File: src/hw/shc_pkg.sv
package shc_pkg;

   // ----------------------------------------
   // Register map
   // ----------------------------------------
   localparam int          ADDR_W       = 8;
   localparam logic [7:0]  OFF_CFG      = 8'h00;
   localparam logic [7:0]  OFF_PRIO1    = 8'h04;
   localparam logic [7:0]  OFF_PRIO2    = 8'h08;
   localparam logic [7:0]  OFF_PRIO3    = 8'h0C;
   localparam logic [7:0]  OFF_STATE    = 8'h10;
   localparam logic [7:0]  OFF_EVT      = 8'h14;
   localparam logic [7:0]  OFF_EVT_MASK = 8'h18;

   // ----------------------------------------
   // Writable bits and reset values
   // ----------------------------------------
   localparam logic [31:0] RESET_VAL    = 32'h0000_0000;
   localparam logic [31:0] CFG_WMASK    = 32'h0000_000B;
   localparam logic [31:0] PRIO1_WMASK  = 32'h00F0_F0F0;
   localparam logic [31:0] PRIO2_WMASK  = 32'hF000_0000;
   localparam logic [31:0] PRIO3_WMASK  = 32'hF0F0_0000;
   localparam logic [31:0] STATE_WMASK  = 32'h0007_FD8B;
   localparam logic [31:0] EVT_WMASK    = 32'h0000_0007;
   localparam logic [7:0]  PRIO_KEEP    = 8'hF0;

   // ----------------------------------------
   // Field positions
   // ----------------------------------------
   localparam int CFG_MISALIGN = 3;
   localparam int CFG_UNPRIV   = 1;
   localparam int CFG_THREAD   = 0;
   localparam int ST_EN_LO     = 16;
   localparam int ST_PEND_SVC  = 15;
   localparam int ST_ACT_TICK  = 11;
   localparam int EV_MISALIGN  = 0;
   localparam int EV_ESCALATE  = 1;
   localparam int EV_TRIG_DENY = 2;

   // ----------------------------------------
   // Types
   // ----------------------------------------
   typedef enum logic [1:0] {SHC_FK_MEMPROT, SHC_FK_BUS, SHC_FK_ILLEGAL} shc_fault_t;
   typedef enum logic [1:0] {SHC_SZ_BYTE, SHC_SZ_HALF, SHC_SZ_WORD, SHC_SZ_DOUBLE} shc_size_t;

   // Byte-lane merge of a write into writable bits
   function automatic logic [31:0] shc_merge(input logic [31:0] old,
                                             input logic [31:0] wdata,
                                             input logic [3:0]  strb,
                                             input logic [31:0] wmask);
      logic [31:0] lanes;
      lanes = 32'h0000_0000;
      for (int i = 0; i < 4; i++) begin
         lanes[i*8 +: 8] = {8{strb[i]}};
      end
      return (old & ~(lanes & wmask)) | (wdata & lanes & wmask);
   endfunction : shc_merge

endpackage : shc_pkg

File: src/hw/shc_ctl_if.sv
`timescale 1ns/1ps
interface shc_ctl_if;
   logic       cfg_misalign;
   logic       cfg_unpriv;
   logic       cfg_thread;
   logic [2:0] handler_en;
   logic       ev_misalign;
   logic       ev_escalate;
   logic       ev_trig_deny;

   modport regs (output cfg_misalign, cfg_unpriv, cfg_thread, handler_en,
                 input  ev_misalign, ev_escalate, ev_trig_deny);
   modport route (input  cfg_misalign, cfg_unpriv, cfg_thread, handler_en,
                  output ev_misalign, ev_escalate, ev_trig_deny);
endinterface : shc_ctl_if

File: src/hw/shc_fault_route.sv
`timescale 1ns/1ps
module shc_fault_route
   import shc_pkg::*;
(
   input  logic       pclk,
   input  logic       presetn,
   shc_ctl_if.route   ctl,
   input  logic       acc_valid,
   input  shc_size_t  acc_size,
   input  logic       acc_multi,
   input  logic [1:0] acc_addr,
   input  logic       fault_valid,
   input  shc_fault_t fault_kind,
   input  logic       trig_req,
   input  logic       trig_unpriv,
   input  logic       ret_req,
   input  logic       ret_to_thread,
   input  logic       nest_active,
   output logic       misalign_fault,
   output logic       fault_take,
   output logic       fault_to_hard,
   output shc_fault_t fault_kind_out,
   output logic       trig_grant,
   output logic       trig_deny,
   output logic       thread_ok,
   output logic       thread_deny
);

   // ----------------------------------------
   // Decode
   // ----------------------------------------
   wire logic odd_half  = acc_size == SHC_SZ_HALF && acc_addr[0];
   wire logic odd_word  = acc_size == SHC_SZ_WORD && acc_addr != 2'b00;
   wire logic odd_big   = (acc_multi || acc_size == SHC_SZ_DOUBLE) && acc_addr != 2'b00;
   wire logic trap      = acc_valid && (odd_big
                          || (ctl.cfg_misalign && (odd_half || odd_word)));
   wire logic any_fault = trap || fault_valid;
   wire shc_fault_t kind = trap ? SHC_FK_ILLEGAL : fault_kind;
   logic en_kind;
   always_comb begin
      unique case (kind)
         SHC_FK_MEMPROT: en_kind = ctl.handler_en[0];
         SHC_FK_BUS:     en_kind = ctl.handler_en[1];
         SHC_FK_ILLEGAL: en_kind = ctl.handler_en[2];
         default:        en_kind = 1'b0;
      endcase
   end
   wire logic to_hard   = any_fault && !en_kind;
   wire logic t_allow   = trig_req && (!trig_unpriv || ctl.cfg_unpriv);
   wire logic t_deny    = trig_req && !t_allow;
   wire logic th_allow  = ret_req && ret_to_thread
                          && (ctl.cfg_thread || !nest_active);

   // ----------------------------------------
   // Registered answers
   // ----------------------------------------
   always_ff @(posedge pclk or negedge presetn) begin
      if (!presetn) begin
         misalign_fault <= 1'b0;
         fault_take     <= 1'b0;
         fault_to_hard  <= 1'b0;
         fault_kind_out <= SHC_FK_MEMPROT;
         trig_grant     <= 1'b0;
         trig_deny      <= 1'b0;
         thread_ok      <= 1'b0;
         thread_deny    <= 1'b0;
      end else begin
         misalign_fault <= trap;
         fault_take     <= any_fault;
         fault_to_hard  <= to_hard;
         fault_kind_out <= kind;
         trig_grant     <= t_allow;
         trig_deny      <= t_deny;
         thread_ok      <= th_allow;
         thread_deny    <= ret_req && ret_to_thread && !th_allow;
      end
   end

   assign ctl.ev_misalign  = misalign_fault;
   assign ctl.ev_escalate  = fault_to_hard;
   assign ctl.ev_trig_deny = trig_deny;
endmodule : shc_fault_route

File: src/hw/shc_handler_regs.sv
// The register addresses and the APB register port were chosen for this implementation.
`timescale 1ns/1ps
// Function
// - The misaligned trap bit makes odd halfword and word accesses raise an illegal-use fault.
// - Odd multiple-register and doubleword accesses always fault, whatever the trap bit.
// - The unprivileged trigger bit grants or denies user access to the trigger register.
// - Thread entry with the thread bit clear needs no other exception active.
// - Handler priorities span at most 0 to 255, with the level count set here.
// - All three priority registers take byte writes, one field alone.
// - Only the upper priority bits are kept; the lower ones read zero and drop writes.
// - Priority one holds illegal-use, bus error and memory protection fields from the top.
// - Priority two holds the supervisor call field in its top byte only.
// - Priority three holds system tick and deferred service fields in its top bytes.
// - Handler control bits 18 to 16 enable illegal-use, bus error and protection faults.
// - Pending bits 15 to 12 show and accept pending state of four exceptions.
// - Active bits show and accept the active state of seven exceptions.
// - A fault whose handler is disabled is taken as a hard fault.
module shc_handler_regs
   import shc_pkg::*;
(
   input  logic              pclk,
   input  logic              presetn,
   input  logic              psel,
   input  logic              penable,
   input  logic              pwrite,
   input  logic [ADDR_W-1:0] paddr,
   input  logic [31:0]       pwdata,
   input  logic [3:0]        pstrb,
   output logic [31:0]       prdata,
   output logic              pready,
   output logic              pslverr,
   input  logic              acc_valid,
   input  shc_size_t         acc_size,
   input  logic              acc_multi,
   input  logic [1:0]        acc_addr,
   input  logic              fault_valid,
   input  shc_fault_t        fault_kind,
   input  logic              trig_req,
   input  logic              trig_unpriv,
   input  logic              ret_req,
   input  logic              ret_to_thread,
   input  logic              nest_active,
   input  logic [15:0]       core_state_set,
   input  logic [15:0]       core_state_clr,
   output logic              misalign_fault,
   output logic              fault_take,
   output logic              fault_to_hard,
   output shc_fault_t        fault_kind_out,
   output logic              trig_grant,
   output logic              trig_deny,
   output logic              thread_ok,
   output logic              thread_deny,
   output logic [7:0]        memprot_fault_priority,
   output logic [7:0]        bus_error_priority,
   output logic [7:0]        illegal_use_priority,
   output logic [7:0]        supervisor_call_priority,
   output logic [7:0]        deferred_service_priority,
   output logic [7:0]        system_tick_priority,
   output logic [18:0]       handler_state,
   output logic              irq
);

   // ----------------------------------------
   // Storage
   // ----------------------------------------
   logic [31:0] configuration_control;
   logic [31:0] handler_priority_one;
   logic [31:0] handler_priority_two;
   logic [31:0] handler_priority_three;
   logic [31:0] handler_control_state;
   logic [31:0] evt_status;
   logic [31:0] evt_mask;

   shc_ctl_if ctl ();

   // ----------------------------------------
   // Bus decode
   // ----------------------------------------
   wire logic hit_cfg   = paddr == OFF_CFG;
   wire logic hit_p1    = paddr == OFF_PRIO1;
   wire logic hit_p2    = paddr == OFF_PRIO2;
   wire logic hit_p3    = paddr == OFF_PRIO3;
   wire logic hit_st    = paddr == OFF_STATE;
   wire logic hit_ev    = paddr == OFF_EVT;
   wire logic hit_em    = paddr == OFF_EVT_MASK;
   wire logic map_hit   = hit_cfg || hit_p1 || hit_p2 || hit_p3
                          || hit_st || hit_ev || hit_em;
   wire logic setup     = psel && !penable;
   wire logic access    = psel && penable;
   wire logic wr        = access && pwrite && map_hit;
   wire logic wr_cfg    = wr && hit_cfg;
   wire logic wr_p1     = wr && hit_p1;
   wire logic wr_p2     = wr && hit_p2;
   wire logic wr_p3     = wr && hit_p3;
   wire logic wr_st     = wr && hit_st;
   wire logic wr_ev     = wr && hit_ev;
   wire logic wr_em     = wr && hit_em;

   assign pready  = 1'b1;
   assign pslverr = access && !map_hit;

   // ----------------------------------------
   // Read selection
   // ----------------------------------------
   wire logic [31:0] rd_val =
      hit_cfg ? configuration_control  :
      hit_p1  ? handler_priority_one   :
      hit_p2  ? handler_priority_two   :
      hit_p3  ? handler_priority_three :
      hit_st  ? handler_control_state  :
      hit_ev  ? evt_status             :
      hit_em  ? evt_mask               :
      RESET_VAL;

   always_ff @(posedge pclk or negedge presetn) begin
      if (!presetn) begin
         prdata <= RESET_VAL;
      end else if (setup && !pwrite) begin
         prdata <= rd_val;
      end
   end

   // ----------------------------------------
   // Next values
   // ----------------------------------------
   wire logic [31:0] next_cfg =
      shc_merge(configuration_control, pwdata, pstrb, CFG_WMASK);
   wire logic [31:0] next_p1 =
      shc_merge(handler_priority_one, pwdata, pstrb, PRIO1_WMASK);
   wire logic [31:0] next_p2 =
      shc_merge(handler_priority_two, pwdata, pstrb, PRIO2_WMASK);
   wire logic [31:0] next_p3 =
      shc_merge(handler_priority_three, pwdata, pstrb, PRIO3_WMASK);
   wire logic [31:0] sw_state = wr_st
      ? shc_merge(handler_control_state, pwdata, pstrb, STATE_WMASK)
      : handler_control_state;
   wire logic [31:0] next_state =
      ((sw_state & ~{16'h0000, core_state_clr})
       | {16'h0000, core_state_set}) & STATE_WMASK;
   wire logic [31:0] evt_clr  = shc_merge(RESET_VAL, pwdata, pstrb, EVT_WMASK);
   wire logic [31:0] evt_in   = {29'h0, ctl.ev_trig_deny, ctl.ev_escalate, ctl.ev_misalign};
   wire logic [31:0] next_evt =
      ((evt_status & ~(wr_ev ? evt_clr : RESET_VAL)) | evt_in) & EVT_WMASK;
   wire logic [31:0] next_em  = shc_merge(evt_mask, pwdata, pstrb, EVT_WMASK);

   // ----------------------------------------
   // Registers
   // ----------------------------------------
   always_ff @(posedge pclk or negedge presetn) begin
      if (!presetn) begin
         configuration_control <= RESET_VAL;
         handler_priority_one   <= RESET_VAL;
         handler_priority_two   <= RESET_VAL;
         handler_priority_three <= RESET_VAL;
      end else begin
         if (wr_cfg) configuration_control <= next_cfg;
         if (wr_p1) handler_priority_one <= next_p1;
         if (wr_p2) handler_priority_two <= next_p2;
         if (wr_p3) handler_priority_three <= next_p3;
      end
   end

   always_ff @(posedge pclk or negedge presetn) begin
      if (!presetn) begin
         handler_control_state <= RESET_VAL;
         evt_status            <= RESET_VAL;
         evt_mask              <= RESET_VAL;
      end else begin
         handler_control_state <= next_state;
         evt_status            <= next_evt;
         if (wr_em) evt_mask <= next_em;
      end
   end

   // ----------------------------------------
   // Interrupt
   // ----------------------------------------
   assign irq = |(evt_status & evt_mask);

   // ----------------------------------------
   // Core-facing fields
   // ----------------------------------------
   assign memprot_fault_priority    = handler_priority_one[7:0];
   assign bus_error_priority        = handler_priority_one[15:8];
   assign illegal_use_priority      = handler_priority_one[23:16];
   assign supervisor_call_priority  = handler_priority_two[31:24];
   assign deferred_service_priority = handler_priority_three[23:16];
   assign system_tick_priority      = handler_priority_three[31:24];
   assign handler_state             = handler_control_state[18:0];

   assign ctl.cfg_misalign = configuration_control[CFG_MISALIGN];
   assign ctl.cfg_unpriv   = configuration_control[CFG_UNPRIV];
   assign ctl.cfg_thread   = configuration_control[CFG_THREAD];
   assign ctl.handler_en   = handler_control_state[ST_EN_LO +: 3];

   // ----------------------------------------
   // Fault routing
   // ----------------------------------------
   shc_fault_route u_route (
      .pclk           (pclk),
      .presetn        (presetn),
      .ctl            (ctl),
      .acc_valid      (acc_valid),
      .acc_size       (acc_size),
      .acc_multi      (acc_multi),
      .acc_addr       (acc_addr),
      .fault_valid    (fault_valid),
      .fault_kind     (fault_kind),
      .trig_req       (trig_req),
      .trig_unpriv    (trig_unpriv),
      .ret_req        (ret_req),
      .ret_to_thread  (ret_to_thread),
      .nest_active    (nest_active),
      .misalign_fault (misalign_fault),
      .fault_take     (fault_take),
      .fault_to_hard  (fault_to_hard),
      .fault_kind_out (fault_kind_out),
      .trig_grant     (trig_grant),
      .trig_deny      (trig_deny),
      .thread_ok      (thread_ok),
      .thread_deny    (thread_deny)
   );
endmodule : shc_handler_regs

File: config.mk
export PLATFORM = sky130hd
export DESIGN_NAME = shc_handler_regs
export DESIGN_NICKNAME = d
export VERILOG_FILES = /design/src/hw/shc_pkg.sv /design/src/hw/shc_ctl_if.sv /design/src/hw/shc_fault_route.sv /design/src/hw/shc_handler_regs.sv
export SDC_FILE = /design/constraint.sdc
export NUM_CORES = 1
export LEC_CHECK = 0
export ABC_AREA = 1
export ABC_CLOCK_PERIOD_IN_PS = 1800
export BUFFER_PORTS_ARGS = -buffer_cell sky130_fd_sc_hd__buf_2
export CAP_MARGIN = 20
export CELL_PAD_IN_SITES_DETAIL_PLACEMENT = 0
export CELL_PAD_IN_SITES_GLOBAL_PLACEMENT = 1
export CORE_MARGIN = 2
export CORE_UTILIZATION = 35
export DETAILED_ROUTE_END_ITERATION = 8
export PLACE_DENSITY = 0.89
export REMOVE_ABC_BUFFERS = 1
export SETUP_SLACK_MARGIN = 0.5
export SYNTH_ARGS = -nofsm -noshare
export SYNTH_HDL_FRONTEND = slang
export SYNTH_HIERARCHICAL = 1
export SYNTH_SLANG_ARGS = --single-unit
File: constraint.sdc
create_clock -name pclk -period 1.8 [get_ports pclk]
set_clock_uncertainty 0.05 [all_clocks]
set_input_delay 0.18 -clock pclk [delete_from_list [all_inputs] [get_ports pclk]]
set_output_delay 0.18 -clock pclk [all_outputs]
set_load 0.01 [all_outputs]
==> flow_summary_export.csv, run 1 <==
group,metric,value,unit
outcome,status,"complete, no violations",
yosys,yosys.area.top_type,"dfrtp_1",
sta,fmax,722,MHz
layout,drive_gt1_share,34.3,%
power,irDropWorstVdd,336,uV
worst_hold_path,whs_path_depth,3,
job,drv_cap,0,
sta,setup_viol,0,
yosys,synth_top_area_share,47.8,%
sta,fin_crit,1390,ps
setup_path,cp.depth,10,
die,start_util,35.8,%
detailed_routing,avgRoutedWirePerCell,13.6,um
setup_path,slowest_stage,"nor2_2",
sta,drv_slew,0,
yosys,ys_ff_latch,82,
cts,clkTransAtPathRegs,60,ps
power,intPower,3.31,mW
die,num_rows,40,
detailed_routing,drc,0,
cts,clk_latency,340,ps
power,p_clk_share,45.5,%
detailed_routing,wl,12.1,mm
die,num_io_pins,206,
detailed_routing,ant_nets,0,
global_route,grt_antenna_before_repair,0,
sta,rsz0062_at_grt,"true",
setup_path,crit_type,"primary input to primary output",
yosys,seq_area_frac_synth,47.8,%
layout,mostFrequentLayoutCells,"nand2_1, buf_2, dfrtp_1",
setup_path,cp.required,1570,ps
detailed_routing,vias,4092,
sta,hold_viol,0,
power,power.leakage,3.50,nW
global_route,grt_pass1_wl,19.5,mm
placement,post-dp-hpwl,8.98,mm
setup_path,cp_top_family,"simple AND/OR/NAND/NOR gates",
cts,cts-root-buf,"clkbuf_16",
yosys,ys_top_cells_by_area,"dfrtp_1, nand2_1, buf_4, nand3_1, inv_1",
global_route,gr-usage-all-layers,18.8,%
layout,design_area,0.00596,mm^2
global_route,grt_max_degree,38,
detailed_routing,dr.pass1.iters,4,
cts,numCtsBuffers,9,
setup_path,path_cells,"buf_2, inv_2, nor2_2, nand2_4, nor2_4, nor2_4, nand2_4, buf_12, nor2_1, buf_2",
setup_path,reg2reg_depth,7,
cts,cts_sinks,82,
setup_path,cp.arrival,1160,ps
detailed_routing,drt_iter0_markers,161,
power,p_sw,1.02,mW
layout,antenna_cells,0,
cts,htreeDepth,3,
layout,post-route-util,49.6,%
setup_path,cp-start-kind,"primary input",
yosys,synth_cell_type_count,32,
sta,tns,0,ps
global_route,grt_overflow,0,
setup_path,max_stage_delay,140,ps
setup_path,path_buf_inv,4,
global_route,grt_pass1_vias,4024,
placement,pre_cts_ws,-88.8,ps
placement,dpl_cell_area,0.00516,mm^2
layout,area_delta_synth_final,38.7,%
layout,final_nets,837,
setup_path,crit_fanout,4,
sta,min_period_over_period,77.0,%
placement,portBuffers,153,
cts,clockBufferDepth,2,
placement,globalplace.congestion,0.813,
power,power.share.switching,23.6,%
detailed_routing,routed_via_density,4.58,
cts,tritoncts,"yes",
die,die_h,115,um
yosys,syn-mean-instance-area,7.78,um^2
power,power_density,728,mW/mm^2
yosys,synth_area,0.00430,mm^2
worst_hold_path,hold_class,"primary input to register",
setup_path,endpoint,"pslverr",
setup_path,crit_path_end_kind,"primary output",
sta,timing.final.ws_setup,415,ps
power,p_seq_share,43.9,%
power,power_frac_comb,10.6,%
setup_path,r2r_end,"u_route/ctl.ev_escalate",
yosys,synth_warnings,6,
setup_path,r2r_slack,570,ps
die,die_area,0.0132,mm^2
yosys,syn_inst,552,
setup_path,crit_path_start,"paddr[2]",
die,core,0.0120,mm^2
die,fp.dieW,115,um
layout,mostFrequentLayoutCell,"nand2_1",
-- worst register-to-register path, cell delays in order, from the launching register on --
cell	delay, ps
dfrtp_1	400
o21ai_1	120
nand2_1	70
nand2_2	70
a21boi_2	60
or2_4	240
nand2_2	60
nor2_1	50
-- synth_stat cells --
cell type,n
inv_2,5
o22ai_1,1
nor2_8,2
and3_1,1
o21ai_1,6
a21oi_1,8
nand4_1,17
nor2_1,20
a2bb2oi_1,1
clkbuf_1,8
conb_1,2
a21boi_2,1
nand3_2,1
o21ai_0,10
dfrtp_1,82
buf_4,39
buf_2,6
o211ai_1,1
mux2_2,3
nand2_1,196
inv_1,57
nor4_1,1
nand3b_1,1
or2_4,1
nor3_1,3
nand2_4,2
nor2_2,5
a21o_1,4
nand3_1,57
nor3_2,4
nand2_2,6
or2_1,1
-- power groups by stage --
stage	clock network (mW)	logic (mW)	registers, mW
detailed placement	0	0.403	1.93
CTS	2.03	0.434	1.90
floorplan	0	0.158	1.95
global route	2.11	0.514	1.91
finish	1.97	0.459	1.90
global placement	0	0.394	1.93
-- metrics by stage --
stage               power, mW  instances  hold WS, ps
CTS                      4.37        883        0.732
detailed placement       2.34        849         48.8
global placement         2.33        849         45.6
floorplan                2.11        533         -166
finish                   4.33        894         5.93
global route             4.53        894         13.0
-- final cells by class --
class | count | area (um^2)
inverters | 62 | 233
clock inverters | 5 | 77.6
repair buffers | 198 | 1220
fillers | 1182 | 6050
well taps | 147 | 184
clock buffers | 11 | 243
multi-input cells | 389 | 1950
flip-flops and latches | 82 | 2050
-- repair_timing --
action	in CTS	in global routing
hold endpoints to repair	36	0
hold buffers	16	0
setup endpoints to repair	55	67
setup buffers	2	11
resized for setup	8	52
pin swaps	1	19
-- per-layer routing --
layer  GRT usage, %  vias up  wire length (um)
met2           32.1      132              5950
met1           23.1     1890              5230
li1               -     2050                 -
met5              0        -                 0
met4           7.95        0               311
met3           4.11       20               653
-- worst min path at each step --
stage,startpoint,end
finish,pwdata[18],register
global route,pwdata[30],register
CTS,pwdata[30],register
detailed placement,presetn,prdata[0]
global placement,presetn,prdata[0]
floorplan,presetn,asynchronous set/reset pin
-- cell families after synthesis --
logic type / Yosys count / share of synthesized area, %
AOI/OAI and AO/OA: 32 / 4.28
buffers and inverters: 115 / 13.6
DFF: 82 / 47.8
muxes: 3 / 0.786
other: 2 / 0.175
and+or+nand+nor: 318 / 33.4
(Power assumes the default switching activity.)
==> inputs of run 2 (changes only) <==
--- a/config.mk
+++ b/config.mk
@@ -5,16 +5,16 @@
 export SDC_FILE = /design/constraint.sdc
 export NUM_CORES = 1
 export LEC_CHECK = 0
-export ABC_AREA = 1
-export ABC_CLOCK_PERIOD_IN_PS = 1800
+export ABC_AREA = 0
+export ABC_CLOCK_PERIOD_IN_PS = 1150
 export BUFFER_PORTS_ARGS = -buffer_cell sky130_fd_sc_hd__buf_2
 export CAP_MARGIN = 20
 export CELL_PAD_IN_SITES_DETAIL_PLACEMENT = 0
 export CELL_PAD_IN_SITES_GLOBAL_PLACEMENT = 1
 export CORE_MARGIN = 2
-export CORE_UTILIZATION = 35
+export CORE_UTILIZATION = 30
 export DETAILED_ROUTE_END_ITERATION = 8
-export PLACE_DENSITY = 0.89
+export PLACE_DENSITY = 0.79
 export REMOVE_ABC_BUFFERS = 1
 export SETUP_SLACK_MARGIN = 0.5
 export SYNTH_ARGS = -nofsm -noshare
==> constraint.sdc (replaced) <==
create_clock -name pclk -period 1.15 [get_ports pclk]
set_clock_uncertainty 0.05 [all_clocks]
set_input_delay 0.115 -clock pclk [delete_from_list [all_inputs] [get_ports pclk]]
set_output_delay 0.115 -clock pclk [all_outputs]
set_load 0.01 [all_outputs]
==> flow_summary_export.csv, run 2 <==
group,metric,value,unit
power,p_seq_share,44.5,%
sta,setup_viol,75,
detailed_routing,dr.pass1.iters,4,
yosys,ys_ff_latch,82,
cts,cts-root-buf,"clkbuf_16",
layout,post-route-util,50.9,%
die,start_util,30.6,%
layout,mostFrequentLayoutCell,"buf_2",
detailed_routing,vias,3545,
power,intPower,5.13,mW
power,power_frac_comb,12.4,%
cts,tritoncts,"yes",
sta,fmax,662,MHz
die,num_io_pins,206,
power,power.leakage,3.41,nW
yosys,synth_ff_type,"dfrtp_1",
cts,htreeDepth,3,
layout,design_area,0.00642,mm^2
yosys,ys_top_cells_by_area,"dfrtp_1, mux2_2, buf_4, mux2i_1, nand2_1",
detailed_routing,drc,0,
cts,numCtsBuffers,9,
setup_path,cp.required,990,ps
placement,portBuffers,153,
layout,drive_gt1_share,62.2,%
yosys,synth.most_common_cell,"dfrtp_1",
power,p_clk_share,43.1,%
placement,post-dp-hpwl,8.58,mm
worst_hold_path,hold_class,"primary input to asynchronous set/reset pin",
placement,globalplace.congestion,0.839,
setup_path,cp.arrival,1350,ps
global_route,grt_antenna_before_repair,0,
global_route,grt_overflow,0,
detailed_routing,wl,12.2,mm
yosys,synthArstFlopShare,100,%
detailed_routing,ant_nets,0,
setup_path,cp-start-kind,"primary input",
power,irDropWorstVdd,555,uV
layout,antenna_cells,0,
die,die_area,0.0138,mm^2
layout,fill_cells,1159,
cts,clkTransAtPathRegs,60,ps
layout,mostFrequentLayoutCells,"buf_2, buf_4, dfrtp_1",
sta,min_period_over_period,131,%
die,fp.dieW,117,um
sta,fin_crit,1510,ps
global_route,gr-usage-all-layers,17.2,%
setup_path,crit_type,"primary input to primary output",
setup_path,crit_fanout,5,
detailed_routing,drt_iter0_markers,128,
sta,rsz0062_at_grt,"true",
yosys,seq_area_frac_synth,53.1,%
sta,drv_slew,0,
yosys,synth_cell_type_count,51,
outcome,status,"complete, but fails checks",
power,fin_total_pwr,6.70,mW
detailed_routing,avgRoutedWirePerCell,15.8,um
sta,hold_viol,122,
global_route,grt_pass1_wl,18.8,mm
yosys,synth_edf_count,0,
cts,clk_latency,330,ps
setup_path,reg2reg_depth,3,
power,power_density,1040,mW/mm^2
setup_path,crit_path_end_kind,"primary output",
job,drv_cap,0,
cts,clockBufferDepth,2,
placement,dpl_cell_area,0.00506,mm^2
layout,final_nets,691,
detailed_routing,routed_via_density,4.59,
die,die_h,117,um
sta,tns,-15180,ps
power,power.share.switching,23.4,%
yosys,synth_warnings,6,
yosys,syn_inst,329,
global_route,grt_max_degree,34,
cts,cts_sinks,82,
yosys,synth_top_area_share,53.1,%
yosys,yosys.area.top_type,"dfrtp_1",
yosys,synth_common_cells,"dfrtp_1, buf_4, mux2_2, nand2_1, mux2i_1",
die,core,0.0126,mm^2
global_route,grt_pass1_vias,3633,
placement,pre_cts_ws,-890,ps
layout,area_delta_synth_final,66.1,%
sta,hold_ws,-387,ps
yosys,syn-mean-instance-area,11.7,um^2
sta,timing.final.ws_setup,-361,ps
yosys,synth_area,0.00386,mm^2
outcome,violations,"hold timing, setup timing",
power,p_sw,1.56,mW
die,num_rows,41,
[run 2: final timing paths]
check / startpoint / to / slack (ps)
hold reg to reg: prdata[30] / prdata[30] / 450
min in group pclk: nest_active / u_route/thread_ok / -100
setup reg to reg: register / u_route/fault_kind_out[0] / -80
hold / removal: presetn / u_route/thread_ok / -390
max in group asynchronous: presetn / prdata[20] / 950
setup / recovery: paddr[6] / pslverr / -360
[run 2: timing repair]
action,4_1_cts,5_1_grt
endpoints found under the setup margin,157,157
gates resized for setup,77,44
hold endpoints to repair,128,121
buffers inserted,52,18
pin swaps,23,21
[run 2: cell families (layout without fill, tap and decap cells)]
logic type | Yosys count | count (layout) | share of synthesized area (%)
flip-flops | 82 | 82 | 53.1
AND/OR/NAND/NOR | 77 | 77 | 11.6
other | 2 | 36 | 0.194
multiplexers | 49 | 49 | 13.8
AO/OA/AOI/OAI | 58 | 58 | 11.3
buffers and inverters | 61 | 299 | 9.94
[run 2: metrics by stage]
stage / std cells / hold WS (ps)
after detailed placement: 687 / -27.3
after floorplan: 314 / -231
after CTS: 755 / -391
after global placement: 687 / -30.0
after global routing: 773 / -381
final: 773 / -387
[run 2: critical path: stages]
cell,delay (ps)
buf_8,90
or4_4,590
buf_12,170
nor2_4,80
buf_6,100
a21oi_2,40
buf_2,140
[run 2: metal layers]
layer  GRT usage, %  wire (um)
met4           7.00        255
met1           20.9       4850
met5              0          0
met2           29.8       6320
met3           3.88        797
[run 2: power by group through the flow]
stage               clock network, mW  logic, mW  registers, mW
floorplan                           0      0.178           3.05
global placement                    0      0.612           3.03
detailed placement                  0      0.627           3.04
CTS                              2.96      0.772           2.97
global route                     3.05      0.906           2.98
finish                           2.89      0.833           2.98
[run 2: cell type report]
| class | instances | area, um^2 | share of cell area (%) |
|---|---|---|---|
| clock buffer | 11 | 253 | 3.94 |
| sequential | 82 | 2050 | 32.0 |
| multi-input combinational | 220 | 1870 | 29.2 |
| inverter | 12 | 45.0 | 0.702 |
| clock inverter | 5 | 52.6 | 0.819 |
| tap | 172 | 215 | 3.35 |
| timing repair buffer | 271 | 1920 | 30.0 |
